File: config.mk
export PLATFORM = sky130hd
export DESIGN_NAME = cpps_top
export DESIGN_NICKNAME = d
export VERILOG_FILES = /design/src/design/cpps_pkg.sv /design/src/design/cpps_sync.sv /design/src/design/cpps_timer.sv /design/src/design/cpps_top.sv
export VERILOG_INCLUDE_DIRS = /design/src /design/src/design
export SDC_FILE = /design/constraint.sdc
export NUM_CORES = 1
export LEC_CHECK = 0
export ABC_AREA = 1
export BUFFER_PORTS_ARGS = -buffer_cell sky130_fd_sc_hd__clkbuf_2
export CAP_MARGIN = 20
export CORE_MARGIN = 1
export CORE_UTILIZATION = 45
export DETAILED_ROUTE_END_ITERATION = 8
export GPL_TIMING_DRIVEN = 0
export PLACE_DENSITY_LB_ADDON = 0.08
export SETUP_SLACK_MARGIN = 0.5
export SYNTH_ARGS = -nofsm -noshare
export SYNTH_HDL_FRONTEND = slang
export SYNTH_SLANG_ARGS = --single-unit
File: constraint.sdc
create_clock -name clock_i -period 2.3 [get_ports clock_i]
set_input_delay 0.46 -clock clock_i [delete_from_list [all_inputs] [get_ports clock_i]]
set_output_delay 0.46 -clock clock_i [all_outputs]
set_load 0.005 [all_outputs]
File: src/design/cpps_consts.svh
`ifndef CPPS_CONSTS_SVH
`define CPPS_CONSTS_SVH
// Register addresses
`define CPPS_ADR_CHG 8'h00
`define CPPS_ADR_CTL 8'h01
`define CPPS_ADR_SYS 8'h02
`define CPPS_ADR_STATE 8'h03
`define CPPS_ADR_SEQ 8'h05
// Field positions
`define CPPS_TRICKLE_BIT 6
`define CPPS_CEN2_BIT 0
`define CPPS_LIM_LSB 1
`define CPPS_THBAT_BIT 4
`define CPPS_LOAD_SWITCH_AUTO_CTRL_BIT 3
`define CPPS_OVL_BIT 0
`define CPPS_POK_BIT 1
`define CPPS_TOUT_BIT 3
`define CPPS_BATTERY_ABSENT_FLAG_BIT 5
`define CPPS_VBATH_BIT 6
`define CPPS_GDBAT_BIT 7
// Reset values
`define CPPS_RST_CHG 8'h19
`define CPPS_RST_CTL 8'h10
`define CPPS_RST_SYS 8'h00
// Timing
`define CPPS_CLK_MHZ 50
`define CPPS_WEAK_MIN 40
`define CPPS_WEAK_CYC (64'd60000000 * `CPPS_WEAK_MIN * `CPPS_CLK_MHZ)
`define CPPS_TRK_MIN 60
`define CPPS_TRK_CYC (64'd60000000 * `CPPS_TRK_MIN * `CPPS_CLK_MHZ)
`define CPPS_FORCE_MS 10
`define CPPS_FORCE_CYC (32'd1000 * `CPPS_FORCE_MS * `CPPS_CLK_MHZ)
`endif

File: src/design/cpps_pkg.sv
package cpps_pkg;
	// Charge state codes as shown to software
	typedef enum logic [3:0] {
		CPPS_DEFAULT = 4'h0,
		CPPS_FORCED = 4'h1,
		CPPS_TRICKLE = 4'h2,
		CPPS_QUICK = 4'h3,
		CPPS_NOBATT = 4'h8,
		CPPS_ERR1 = 4'h9
	} cpps_state_e;
	// Sampled comparator results
	typedef struct packed {
		logic vin_ok;
		logic vin_hl;
		logic vbat_start;
		logic vbat_qc;
		logic vbat_ov;
		logic vbat_weak;
		logic vbat_good;
		logic th_con;
		logic bat_short;
	} cpps_cmp_s;
	// Power path commands
	typedef struct packed {
		logic [2:0] lim_sel;
		logic freeze;
		logic chg_on;
		logic trickle_02c;
		logic share;
	} cpps_path_s;
	// Port kinds after detection
	typedef enum logic [1:0] {
		CPPS_PORT_SDP,
		CPPS_PORT_CHG,
		CPPS_PORT_DIV
	} cpps_port_e;
endpackage

File: src/design/cpps_sync.sv
`timescale 1ns/10ps
module cpps_sync import cpps_pkg::*; #(
	parameter int W = 9
) (
	input wire logic clock_i,
	input wire logic sys_rst_i,
	input wire logic [W-1:0] async_i,
	output logic [W-1:0] sync_o
);
	typedef struct packed {
		logic [W-1:0] s1;
		logic [W-1:0] s2;
	} cpps_sy_s;
	cpps_sy_s st_q, st_d;
	// Two-stage sampler, first stage read only by second
	always_comb begin
		st_d.s1 = async_i;
		st_d.s2 = st_q.s1;
	end
	always_ff @(posedge clock_i) begin
		if (sys_rst_i) begin
			st_q <= '0;
		end else begin
			st_q <= st_d;
		end
	end
	assign sync_o = st_q.s2;
endmodule

File: src/design/cpps_timer.sv
`timescale 1ns/10ps
module cpps_timer import cpps_pkg::*; #(
	parameter int W = 40
) (
	input wire logic clock_i,
	input wire logic sys_rst_i,
	input wire logic run_i,
	input wire logic clear_i,
	input wire logic [W-1:0] limit_i,
	output logic done_o
);
	typedef struct packed {
		logic [W-1:0] cnt;
		logic done;
	} cpps_tm_s;
	cpps_tm_s st_q, st_d;
	// Counts while run, sticky done until clear
	always_comb begin
		st_d = st_q;
		if (clear_i) begin
			st_d = '0;
		end else if (run_i && !st_q.done) begin
			st_d.cnt = st_q.cnt + W'(1);
			if (st_q.cnt + W'(1) >= limit_i) begin
				st_d.done = 1'b1;
			end
		end
	end
	always_ff @(posedge clock_i) begin
		if (sys_rst_i) begin
			st_q <= '0;
		end else begin
			st_q <= st_d;
		end
	end
	assign done_o = st_q.done;
endmodule

File: src/design/cpps_top.sv
// The implementer's own choices: strobed register access and the register addresses.
`timescale 1ns/10ps
`include "cpps_consts.svh"
//Contract
// Gate held high during port detection or dead battery provision.
// Software enables or disables automatic gate control in register 02H.
// After detection, gate enabled, low battery turns load switch off.
// Input limit 100/500/1000/1500/1800 mA, unlimited or suspend selectable.
// Charge current reduced when system plus charge reaches limit.
// Input below overload threshold freezes current, sets 03H bit 0.
// No battery charging while overload is active.
// Power good low and path enabled only inside input window.
// Thermistor detect off: battery connected only above start voltage.
// Thermistor detect on: battery voltage or thermistor voltage shows connection.
// Input applied with battery connected starts charging from default state.
// Detect off, open battery attached late stays in default state; the code re-enters forced charge from default while charging is allowed.
// Integrator must not enable thermistor detect wrongly nor charge without battery.
// SDP dead battery provision runs weak timer; 40 min weak leads to suspend.
// Charging port keeps provision while weak, redetects once battery good.
// Divided port leaves gate while weak, drives low once good.
// Forced charge first at trickle current from 00H bit 6.
// Trickle below 3.0 V, quick charge once threshold reached.
// Trickle timer starts on entry; expiry below threshold gives error 1.
// Timer stops below start voltage or short; flag at 03H bit 5.
// Host stops charging when battery absent flag reads one.
// Overvoltage 4.35 V during trickle gives error 1.
// Trickle current selectable 0.1C or 0.2C in 00H.
// All comparator results sampled to the clock before use.
module cpps_top import cpps_pkg::*; #(
	parameter longint WEAK_CYC = `CPPS_WEAK_CYC,
	parameter longint TRK_CYC = `CPPS_TRK_CYC,
	parameter int FORCE_CYC = `CPPS_FORCE_CYC
) (
	input wire logic clock_i,
	input wire logic sys_rst_i,
	input wire logic [7:0] reg_addr_i,
	input wire logic [7:0] reg_wdata_i,
	input wire logic reg_wr_i,
	input wire logic reg_rd_i,
	output logic [7:0] reg_rdata_o,
	input wire cpps_cmp_s cmp_i,
	input wire logic usb_det_busy_i,
	input wire logic usb_det_done_i,
	input wire cpps_port_e port_kind_i,
	input wire logic charge_enable_n_i,
	output logic system_load_switch_gate_n_o,
	output logic input_power_good_n_o,
	output logic usb_redetect_o,
	output logic dbp_active_o,
	output cpps_path_s path_o,
	output cpps_state_e chg_state_o
);
	cpps_cmp_s cmp;
	logic weak_done, trk_done, force_done;

	typedef struct packed {
		logic [7:0] chg;
		logic [7:0] ctl;
		logic [7:0] sys;
		logic [7:0] rdata;
		cpps_state_e st;
		logic dbp;
		logic suspend;
		logic ovl;
		logic battery_absent_flag;
		logic gate_n;
		logic pok_n;
		logic redet;
		logic trk_run;
		logic div_good;
		cpps_path_s path;
	} cpps_top_s;
	cpps_top_s st_q, st_d;

	// Comparator sampling
	cpps_sync #(.W($bits(cpps_cmp_s))) u_sync (
		.clock_i(clock_i),
		.sys_rst_i(sys_rst_i),
		.async_i(cmp_i),
		.sync_o(cmp)
	);

	// Weak battery timer, only on SDP provision
	cpps_timer #(.W(40)) u_weak (
		.clock_i(clock_i),
		.sys_rst_i(sys_rst_i),
		.run_i(st_q.dbp && port_kind_i == CPPS_PORT_SDP && !cmp.vbat_good),
		.clear_i(!st_q.dbp),
		.limit_i(40'(WEAK_CYC)),
		.done_o(weak_done)
	);

	// Trickle timer, halted below start or on short
	cpps_timer #(.W(40)) u_trk (
		.clock_i(clock_i),
		.sys_rst_i(sys_rst_i),
		.run_i(st_q.trk_run && cmp.vbat_start && !cmp.bat_short),
		.clear_i(st_q.st != CPPS_TRICKLE),
		.limit_i(40'(TRK_CYC)),
		.done_o(trk_done)
	);

	// Forced charge duration
	cpps_timer #(.W(32)) u_force (
		.clock_i(clock_i),
		.sys_rst_i(sys_rst_i),
		.run_i(st_q.st == CPPS_FORCED),
		.clear_i(st_q.st != CPPS_FORCED),
		.limit_i(32'(FORCE_CYC)),
		.done_o(force_done)
	);

	// Battery presence decision
	function automatic logic bat_conn(input cpps_cmp_s c, input logic th_en);
		bat_conn = c.vbat_start || (th_en && c.th_con);
	endfunction

	// Register address decode
	function automatic logic hit(input logic [7:0] a, input logic [7:0] ref_a);
		hit = (a == ref_a);
	endfunction

	logic pwr_ok, chg_allow, th_en, sg_auto;
	assign th_en = st_q.sys[`CPPS_THBAT_BIT];
	assign sg_auto = !st_q.sys[`CPPS_LOAD_SWITCH_AUTO_CTRL_BIT];
	assign pwr_ok = cmp.vin_ok;
	assign chg_allow = pwr_ok && !cmp.vin_hl && !st_q.suspend && !charge_enable_n_i
		&& !st_q.ctl[`CPPS_CEN2_BIT] && (st_q.ctl[3:1] != 3'h7);

	// Next-state logic
	always_comb begin
		st_d = st_q;
		st_d.redet = 1'b0;
		// Register writes
		if (reg_wr_i) begin
			if (hit(reg_addr_i, `CPPS_ADR_CHG)) begin
				st_d.chg = reg_wdata_i;
			end
			if (hit(reg_addr_i, `CPPS_ADR_CTL)) begin
				st_d.ctl = reg_wdata_i;
			end
			if (hit(reg_addr_i, `CPPS_ADR_SYS)) begin
				st_d.sys = reg_wdata_i;
			end
		end
		// Register reads, data one cycle later
		st_d.rdata = 8'h00;
		if (reg_rd_i) begin
			if (hit(reg_addr_i, `CPPS_ADR_CHG)) begin
				st_d.rdata = st_q.chg;
			end else if (hit(reg_addr_i, `CPPS_ADR_CTL)) begin
				st_d.rdata = st_q.ctl;
			end else if (hit(reg_addr_i, `CPPS_ADR_SYS)) begin
				st_d.rdata = st_q.sys;
			end else if (hit(reg_addr_i, `CPPS_ADR_STATE)) begin
				st_d.rdata[`CPPS_OVL_BIT] = st_q.ovl;
				st_d.rdata[`CPPS_POK_BIT] = !st_q.pok_n;
				st_d.rdata[`CPPS_TOUT_BIT] = trk_done;
				st_d.rdata[`CPPS_BATTERY_ABSENT_FLAG_BIT] = st_q.battery_absent_flag;
				st_d.rdata[`CPPS_VBATH_BIT] = cmp.vbat_ov;
				st_d.rdata[`CPPS_GDBAT_BIT] = cmp.vbat_good;
			end else if (hit(reg_addr_i, `CPPS_ADR_SEQ)) begin
				st_d.rdata = {4'h0, st_q.st};
			end
		end
		// Overload status tracks sampled threshold
		st_d.ovl = cmp.vin_hl && pwr_ok;
		st_d.pok_n = !pwr_ok;
		// Battery absent flag
		st_d.battery_absent_flag = !cmp.vbat_start || cmp.bat_short;
		// Dead battery provision entry on weak battery at detection
		if (usb_det_done_i && port_kind_i != CPPS_PORT_DIV && !cmp.vbat_good) begin
			st_d.dbp = 1'b1;
		end
		if (st_q.dbp && cmp.vbat_good) begin
			st_d.dbp = 1'b0;
			st_d.redet = 1'b1;
		end
		// Divided port remembers a good battery once seen
		if (port_kind_i == CPPS_PORT_DIV && cmp.vbat_good) begin
			st_d.div_good = 1'b1;
		end
		if (weak_done && st_q.ctl[6:4] == 3'h1) begin
			st_d.suspend = 1'b1;
		end
		if (!pwr_ok) begin
			st_d.suspend = 1'b0;
			st_d.dbp = 1'b0;
			st_d.div_good = 1'b0;
		end
		// Load switch gate
		if (usb_det_busy_i || st_q.dbp) begin
			st_d.gate_n = 1'b1;
		end else if (!sg_auto) begin
			st_d.gate_n = 1'b0;
		end else if (port_kind_i == CPPS_PORT_DIV && !cmp.vbat_good && !st_q.div_good) begin
			st_d.gate_n = st_q.gate_n;
		end else if (port_kind_i == CPPS_PORT_DIV && cmp.vbat_good) begin
			st_d.gate_n = 1'b0;
		end else begin
			st_d.gate_n = cmp.vbat_weak;
		end
		// Charge sequencer
		case (st_q.st)
			CPPS_DEFAULT: begin
				if (chg_allow) begin
					st_d.st = CPPS_FORCED;
				end
			end
			CPPS_FORCED: begin
				if (force_done) begin
					if (bat_conn(cmp, th_en)) begin
						st_d.st = cmp.vbat_qc ? CPPS_QUICK : CPPS_TRICKLE;
					end else begin
						st_d.st = CPPS_DEFAULT;
					end
				end
			end
			CPPS_TRICKLE: begin
				if (cmp.vbat_ov) begin
					st_d.st = CPPS_ERR1;
				end else if (cmp.vbat_qc) begin
					st_d.st = CPPS_QUICK;
				end else if (trk_done) begin
					st_d.st = CPPS_ERR1;
				end
			end
			CPPS_QUICK: begin
				if (cmp.vbat_ov) begin
					st_d.st = CPPS_ERR1;
				end
			end
			CPPS_NOBATT, CPPS_ERR1: begin
			end
			default: begin
				st_d.st = CPPS_DEFAULT;
			end
		endcase
		if (!pwr_ok || charge_enable_n_i) begin
			st_d.st = CPPS_DEFAULT;
		end
		st_d.trk_run = (st_d.st == CPPS_TRICKLE);
		// Power path commands
		// Suspend from the weak timer forces the suspend limit code
		st_d.path.lim_sel = st_q.suspend ? 3'h7 : st_q.ctl[3:1];
		st_d.path.freeze = cmp.vin_hl;
		st_d.path.share = 1'b1;
		st_d.path.chg_on = chg_allow && (st_d.st != CPPS_DEFAULT)
			&& (st_d.st != CPPS_ERR1);
		st_d.path.trickle_02c = st_q.chg[`CPPS_TRICKLE_BIT];
	end

	// State register
	always_ff @(posedge clock_i) begin
		if (sys_rst_i) begin
			st_q <= '0;
			st_q.chg <= `CPPS_RST_CHG;
			st_q.ctl <= `CPPS_RST_CTL;
			st_q.sys <= `CPPS_RST_SYS;
			st_q.st <= CPPS_DEFAULT;
			st_q.gate_n <= 1'b1;
			st_q.pok_n <= 1'b1;
			st_q.battery_absent_flag <= 1'b1;
		end else begin
			st_q <= st_d;
		end
	end

	assign reg_rdata_o = st_q.rdata;
	assign system_load_switch_gate_n_o = st_q.gate_n;
	assign input_power_good_n_o = st_q.pok_n;
	assign usb_redetect_o = st_q.redet;
	assign dbp_active_o = st_q.dbp;
	assign path_o = st_q.path;
	assign chg_state_o = st_q.st;

	// Checks
	property p_gate_det;
		@(posedge clock_i) disable iff (sys_rst_i)
		usb_det_busy_i |=> system_load_switch_gate_n_o;
	endproperty
	a_gate_det: assert property (p_gate_det) else $error("gate low during detection");
	property p_sg_off;
		@(posedge clock_i) disable iff (sys_rst_i)
		(!usb_det_busy_i && !st_q.dbp && st_q.sys[3]) |=> !system_load_switch_gate_n_o;
	endproperty
	a_sg_off: assert property (p_sg_off) else $error("gate not low when disabled");
	property p_ovl;
		@(posedge clock_i) disable iff (sys_rst_i)
		cmp.vin_hl |=> path_o.freeze && !path_o.chg_on;
	endproperty
	a_ovl: assert property (p_ovl) else $error("overload not handled");
	property p_pok;
		@(posedge clock_i) disable iff (sys_rst_i)
		!cmp.vin_ok |=> input_power_good_n_o;
	endproperty
	a_pok: assert property (p_pok) else $error("power good wrongly low");
	property p_ov_err;
		@(posedge clock_i) disable iff (sys_rst_i)
		(chg_state_o == CPPS_TRICKLE && cmp.vbat_ov && cmp.vin_ok && !charge_enable_n_i)
		|=> chg_state_o == CPPS_ERR1;
	endproperty
	a_ov_err: assert property (p_ov_err) else $error("no error on overvoltage");
	property p_battery_absent_flag;
		@(posedge clock_i) disable iff (sys_rst_i)
		!cmp.vbat_start |=> st_q.battery_absent_flag;
	endproperty
	a_battery_absent_flag: assert property (p_battery_absent_flag) else $error("absent flag missing");
	property p_redet;
		@(posedge clock_i) disable iff (sys_rst_i)
		(st_q.dbp && cmp.vbat_good) |=> usb_redetect_o && !dbp_active_o;
	endproperty
	a_redet: assert property (p_redet) else $error("no redetect");
	property p_rd;
		@(posedge clock_i) disable iff (sys_rst_i)
		(reg_rd_i && reg_addr_i == 8'h05) |=> reg_rdata_o == {4'h0, $past(st_q.st)};
	endproperty
	a_rd: assert property (p_rd) else $error("state readback wrong"); // charge state code readback at 05H
	c_trk: cover property (@(posedge clock_i) chg_state_o == CPPS_TRICKLE);
	c_quick: cover property (@(posedge clock_i) chg_state_o == CPPS_QUICK);
	c_err: cover property (@(posedge clock_i) chg_state_o == CPPS_ERR1);
endmodule

; Word-level counts from Yosys, hierarchy flattened
; Index checks and enable logic that the tools add are counted.
[totals]
reg_bits = 185
latch_bits = 0
ramBits = 0
mem_bits_ro = 0
inputBits = 34
output_inout_bits = 23
wordCells = 137
n_memories = 0
[op_classes]
addsub = 3
n_mul = 0
div = 0
order_cmp = 3
eq_ne = 18
shifts = 0
n_mux = 25
n_bitwise = 3
n_reduce_logical = 58
[ops]
columns = cell, n
row1 = "40-bit by 1-bit adder with 40-bit output, second input constant", 2
row2 = "40-bit by 37-bit >= comparator with 1-bit output, second input constant", 1
row3 = "40-bit by 38-bit >= comparator with 1-bit output, second input constant", 1
row4 = "32-bit by 1-bit adder with 32-bit output, second input constant", 1
row5 = "32-bit by 19-bit >= comparator with 1-bit output, second input constant", 1
row6 = 4-bit 2-to-1 mux, 8
row7 = 8-bit 2-to-1 mux, 3
row8 = 1-bit logical AND, 23
row9 = 4-bit case mux with 5 select lines, 1
row10 = "8-bit by 2-bit equality test with 1-bit output, second input constant", 2
row11 = 2-bit OR reduction, 7
row12 = 1-bit logical NOT, 13
row13 = "4-bit by 2-bit equality test with 1-bit output, second input constant", 3
row14 = 2-bit AND reduction, 6
row15 = 1-bit 2-to-1 mux, 9
row16 = "4-bit equality test, second input constant", 2
row17 = "8-bit by 1-bit equality test with 1-bit output, second input constant", 1
row18 = "8-bit by 3-bit equality test with 1-bit output, second input constant", 1
row19 = 8-bit logical NOT, 1
row20 = 3-bit 2-to-1 mux, 2
row21 = "4-bit by 1-bit equality test with 1-bit output, second input constant", 1
row22 = 4-bit logical NOT, 1
row23 = 1-bit logical OR, 4
row24 = 2-bit 2-to-1 mux, 2
row25 = 11 further kinds, 14

; Longest topological paths before layout
[depth]
word_depth = 12
depth_mapped = 18
depth_no_buf = 18

; Modules after synthesis
; A second synthesis with hierarchy kept.
[hier_totals]
hier_cells = 1967
area_unflattened_um2 = 13228.9
[by_module_without_submodules]
columns = mod, n_inst, cells_per_inst, area_per_inst_um2, seq_area_each_um2
row1 = cpps_timer at u_trk, 1, 575, 3761.1, 820.8
row2 = cpps_timer at u_weak, 1, 566, 3629.7, 820.8
row3 = cpps_timer at u_force, 1, 457, 2929.1, 660.6
row4 = cpps_top, 1, 313, 2387.3, 1041.0
row5 = cpps_sync, 1, 56, 521.8, 360.3

; Worst setup path after synthesis
; Ideal clock, no wire load.
[synth_path]
path_type = register to register
startpoint = register u_weak.st_q[1] (netlist bit)
endpoint = register u_weak.st_q, in the netlist u_weak.done_o
setup_time_ps = 68
t_arrival_ps = 1846
required_ps = 2232
path_slack_ps = 386
path_stages_with_launch = 15
path_buffers = 0
period_less_slack_ps = 1914
cell_sequence = dfxtp_1 ha_1 nand2_2 nor2_4 nand2_1 nor2_1 nand2_1 xor2_1 nor2_1 nand2_1 nor2_1 nand3_1 nand2_1 nand2_1 a21oi_2
[synth_via]
elab_chain_cells = 3
[synth_lines]
columns = item, line_no
row1 = "start, declared", cpps_timer.sv:16  ; cpps_tm_s st_q, st_d;
row2 = "start signal, assigned", cpps_timer.sv:33  ; st_q <= st_d;
row3 = 40-bit by 1-bit adder with 40-bit output, cpps_timer.sv:24  ; if (st_q.cnt + W'(1) >= limit_i) begin
row4 = 40-bit by 37-bit >= comparator with 1-bit output, cpps_timer.sv:24
row5 = 2-bit AND reduction (no source line), n/a
; No other way between the ends.
; A chain may end at the register's enable or synchronous reset.

; Final worst setup path
[layout_path]
startpoint = register u_trk.st_q[2] (netlist bit)
endpoint = register u_trk.st_q, in the netlist u_trk.done_o
[layout_via]
elab_chain_cells = 3
[layout_lines]
columns = item, line_no
row1 = "start, declared", cpps_timer.sv:16
row2 = "start signal, assigned", cpps_timer.sv:33
row3 = 40-bit by 1-bit adder with 40-bit output, cpps_timer.sv:24
row4 = 40-bit by 38-bit >= comparator with 1-bit output, cpps_timer.sv:24
row5 = 2-bit AND reduction (no source line), n/a
; No other way between the ends.

==> results_dict.tcl <==
set metrics [dict create \
    status "complete, no violations" \
    io_pins 57 \
    insertion_delay_ns 0.46 \
    root_buffer "clkbuf_16" \
    grt_first_pass_wirelength_mm 47.5 \
    routabilityCongestion 0.904 \
    place_hpwl_mm 21.4 \
    cp.required_ns 2.68 \
    grt_max_degree 25 \
    dp_cells 1914 \
    die_area_um2 23700 \
    syn_avg_cell_area_um2 6.60 \
    cts_sinks 185 \
    grt_setup_unrepaired "true" \
    vdd_drop_max_mv 0.411 \
    setup_violations 0 \
    ant_nets 0 \
    vias 10200 \
    stdcell_count 1992 \
    period_share_pct 94.0 \
    htree_levels 4 \
    area_growth_pct 22.7 \
    cts_hold_buf 0 \
    coreArea_um2 22600 \
    synthesis.area_um2 10400 \
    wl_per_cell_um 14.8 \
    fp.dieW_um 154 \
    power.total_mw 6.61 \
    syn-instance-count 1572 \
    grt_pass1_vias 9464 \
    tightest_slew_ns 0.653 \
    worstSetupPathType "reg2reg" \
    ys_warn_count 0 \
    initial_core_util_pct 45.8 \
    clockBufferDepth 2 \
    cp_max_fo 5 \
    endpoint_kind "flop" \
    tns_ns 0 \
    max_freq_ghz 0.462 \
    slew-limit-headroom_pct 56.1 \
    antenna_cells 0 \
    drcViolationCount 0 \
    fill_cells 2193 \
    drt-initial-drc-count 655 \
    wl_mm 29.5 \
    antenna_found_initial 0 \
    cts_made_buffers 17 \
    rows 55 \
    synth_seq_cells 185 \
    dieHeight_um 154 \
    grt.overflow.total 0 \
    drtPass1Iterations 5 \
    cts_tree "yes" \
    path_clk_slew_ns 0.08 \
    hp-class "in2reg" \
    syn_nets 1612 \
    vias_per_cell 5.10 \
    hold_viol 0 \
    p_leak_nw 5.54 \
    synth_seq_area_share_pct 35.7 \
    layout.nets 1734 \
    io_buffers 56 \
    startpoint_type "flop" \
    max-cap-violations 0 \
    fin_worst_skew_ns 0.0208 \
    power.density_nw_per_um2 520 \
    synth_cell_type_count 49 \
    post-route-min-period_ns 2.16 \
    drive_gt1_share_pct 23.1 \
    crit_arrival_ns 2.54 \
    finalMaxSlewViolations 0 \
    grt_usage_pct 25.1 \
]
[state kept, by name (all words and copies together) (netlist names)]
| name | cells |
|---|---|
| chg_state_o | 4 |
| dbp_active_o | 1 |
| input_power_good_n_o | 1 |
| path_o | 7 |
| reg_rdata_o | 8 |
| st_d | 1 |
| st_q | 28 |
| system_load_switch_gate_n_o | 1 |
| u_force.done_o | 1 |
| u_force.st_q | 32 |
| u_sync.st_d | 9 |
| u_sync.sync_o | 9 |
| u_trk.done_o | 1 |
| u_trk.st_q | 40 |
| u_weak.done_o | 1 |
| u_weak.st_q | 40 |
| usb_redetect_o | 1 |
[critical path, cell delays in order (launching register included)]
cell and delay [ns]:
dfxtp_4 0.39, ha_4 0.16, nand2_4 0.07, nor2_8 0.16, buf_12 0.12, nand2_2 0.06
nor2_4 0.16, nand3_2 0.08, nand2_1 0.09, nand2_2 0.06, inv_2 0.07, nand2_2 0.05
nor2_2 0.11, nand2_2 0.10, nor2_1 0.09, nand2_1 0.07, nand2_2 0.08, nand2_2 0.06
a21oi_2 0.10
[cell families (layout without fill, tap and decap cells)]
| group | Yosys count | in the layout | synth area share [%] |
|---|---|---|---|
| compound gates | 253 | 253 | 13.8 |
| xor+xnor | 59 | 59 | 5.06 |
| fa+ha+maj | 6 | 6 | 0.724 |
| buf+inv | 306 | 441 | 12.0 |
| flops | 185 | 185 | 35.7 |
| other cells | 1 | 1 | 0.0362 |
| simple gates | 762 | 762 | 32.7 |
[worst paths after layout]
path                                     start                to  slack, ns  cells past startpoint
worst max-delay path             u_trk.st_q[2]      u_trk.done_o       0.14                     18
worst min-delay path                  cmp_i[3]    u_sync.st_d[3]       0.20                      3
worst max register to register   u_trk.st_q[2]      u_trk.done_o       0.14                     18
worst min register to register  u_sync.st_d[1]  u_sync.sync_o[1]       0.40                      2
[final cells by class]
cell class	count	area, µm²	area share, %
inverter	251	963	7.57
clock inverter	15	235	1.85
buffer	55	342	2.68
tap	285	357	2.80
sequential	185	3780	29.7
clock buffer	17	425	3.34
multi-input combinational	1081	5940	46.7
timing repair buffer	103	682	5.36
[cells in the final DEF, fill, tap and decap left out, drive strengths merged, types with 2 or more instances in the layout]
| cell type | instances |
|---|---|
| nand3b | 4 |
| o21bai | 2 |
| a211oi | 17 |
| and2 | 2 |
| buf | 78 |
| nand2 | 358 |
| o221ai | 2 |
| nand4 | 26 |
| a221oi | 7 |
| xnor2 | 9 |
| o21ai | 91 |
| a21oi | 102 |
| a311oi | 2 |
| nor2 | 264 |
| dfxtp | 185 |
| o22ai | 3 |
| clkbuf | 97 |
| ha | 6 |
| o211ai | 21 |
| clkinv | 6 |
| inv | 258 |
| a31oi | 3 |
| nor3 | 23 |
| nor4 | 6 |
| nor3b | 3 |
| xor2 | 50 |
| nand3 | 74 |
[per-layer routing]
| metal | vias up | global-route usage, % | wire length (µm) |
|---|---|---|---|
| li1 | 5224 | - | - |
| met1 | 4683 | 33.8 | 13800 |
| met2 | 215 | 41.7 | 13900 |
| met3 | 44 | 2.99 | 1160 |
| met4 | 0 | 8.19 | 574 |
| met5 | - | 0 | 0 |
[synth_stat cells, drive strengths merged]
cell | count | share of area (%)
a211o | 1 | 0.084
a211oi | 17 | 1.2
a21o | 1 | 0.072
a21oi | 102 | 5.0
a221oi | 7 | 0.59
a311oi | 2 | 0.17
a31oi | 3 | 0.18
and2 | 2 | 0.12
and3 | 1 | 0.060
buf | 28 | 1.8
clkbuf | 27 | 1.1
clkinv | 4 | 0.16
conb | 1 | 0.036
dfxtp | 185 | 36
ha | 6 | 0.72
inv | 247 | 8.9
nand2 | 358 | 14
nand3 | 74 | 4.0
nand3b | 4 | 0.29
nand4 | 26 | 1.6
nor2 | 264 | 11
nor3 | 23 | 1.3
nor3b | 3 | 0.22
nor4 | 6 | 0.36
o211ai | 21 | 1.5
o21ai | 91 | 4.4
o21bai | 2 | 0.14
o221ai | 2 | 0.17
o22ai | 3 | 0.18
o311ai | 1 | 0.084
or2 | 1 | 0.060
xnor2 | 9 | 0.83
xor2 | 50 | 4.2
[stage by stage]
step | util (%) | hold slack [ns] | setup WS [ns] | area, µm²
after floorplan | - | 0.388 | 0.486 | 10400
after global placement | 48.9 | 0.389 | -0.185 | 11100
after detailed placement | 48.9 | 0.395 | -0.0299 | 11100
after CTS | 54.2 | 0.187 | 0.238 | 12300
after global routing | 56.2 | 0.204 | -0.00480 | 12700
final | 56.2 | 0.195 | 0.137 | 12700
[timing repair]
action                                  in CTS  in global routing
pin swaps                                   29                 42
endpoints found under the setup margin     114                115
buffers inserted                            32                 14
resized for setup                          102                122
cloned                                       0                  0
[where the power goes]
group	total, mW	internal (mW)	switching [mW]
Sequential	3.22	3.21	0.0101
Clock	3.27	1.57	1.70
Combinational	0.124	0.0464	0.0779
Total	6.61	4.82	1.79
Note: power is estimated with default switching activity, not from simulation.
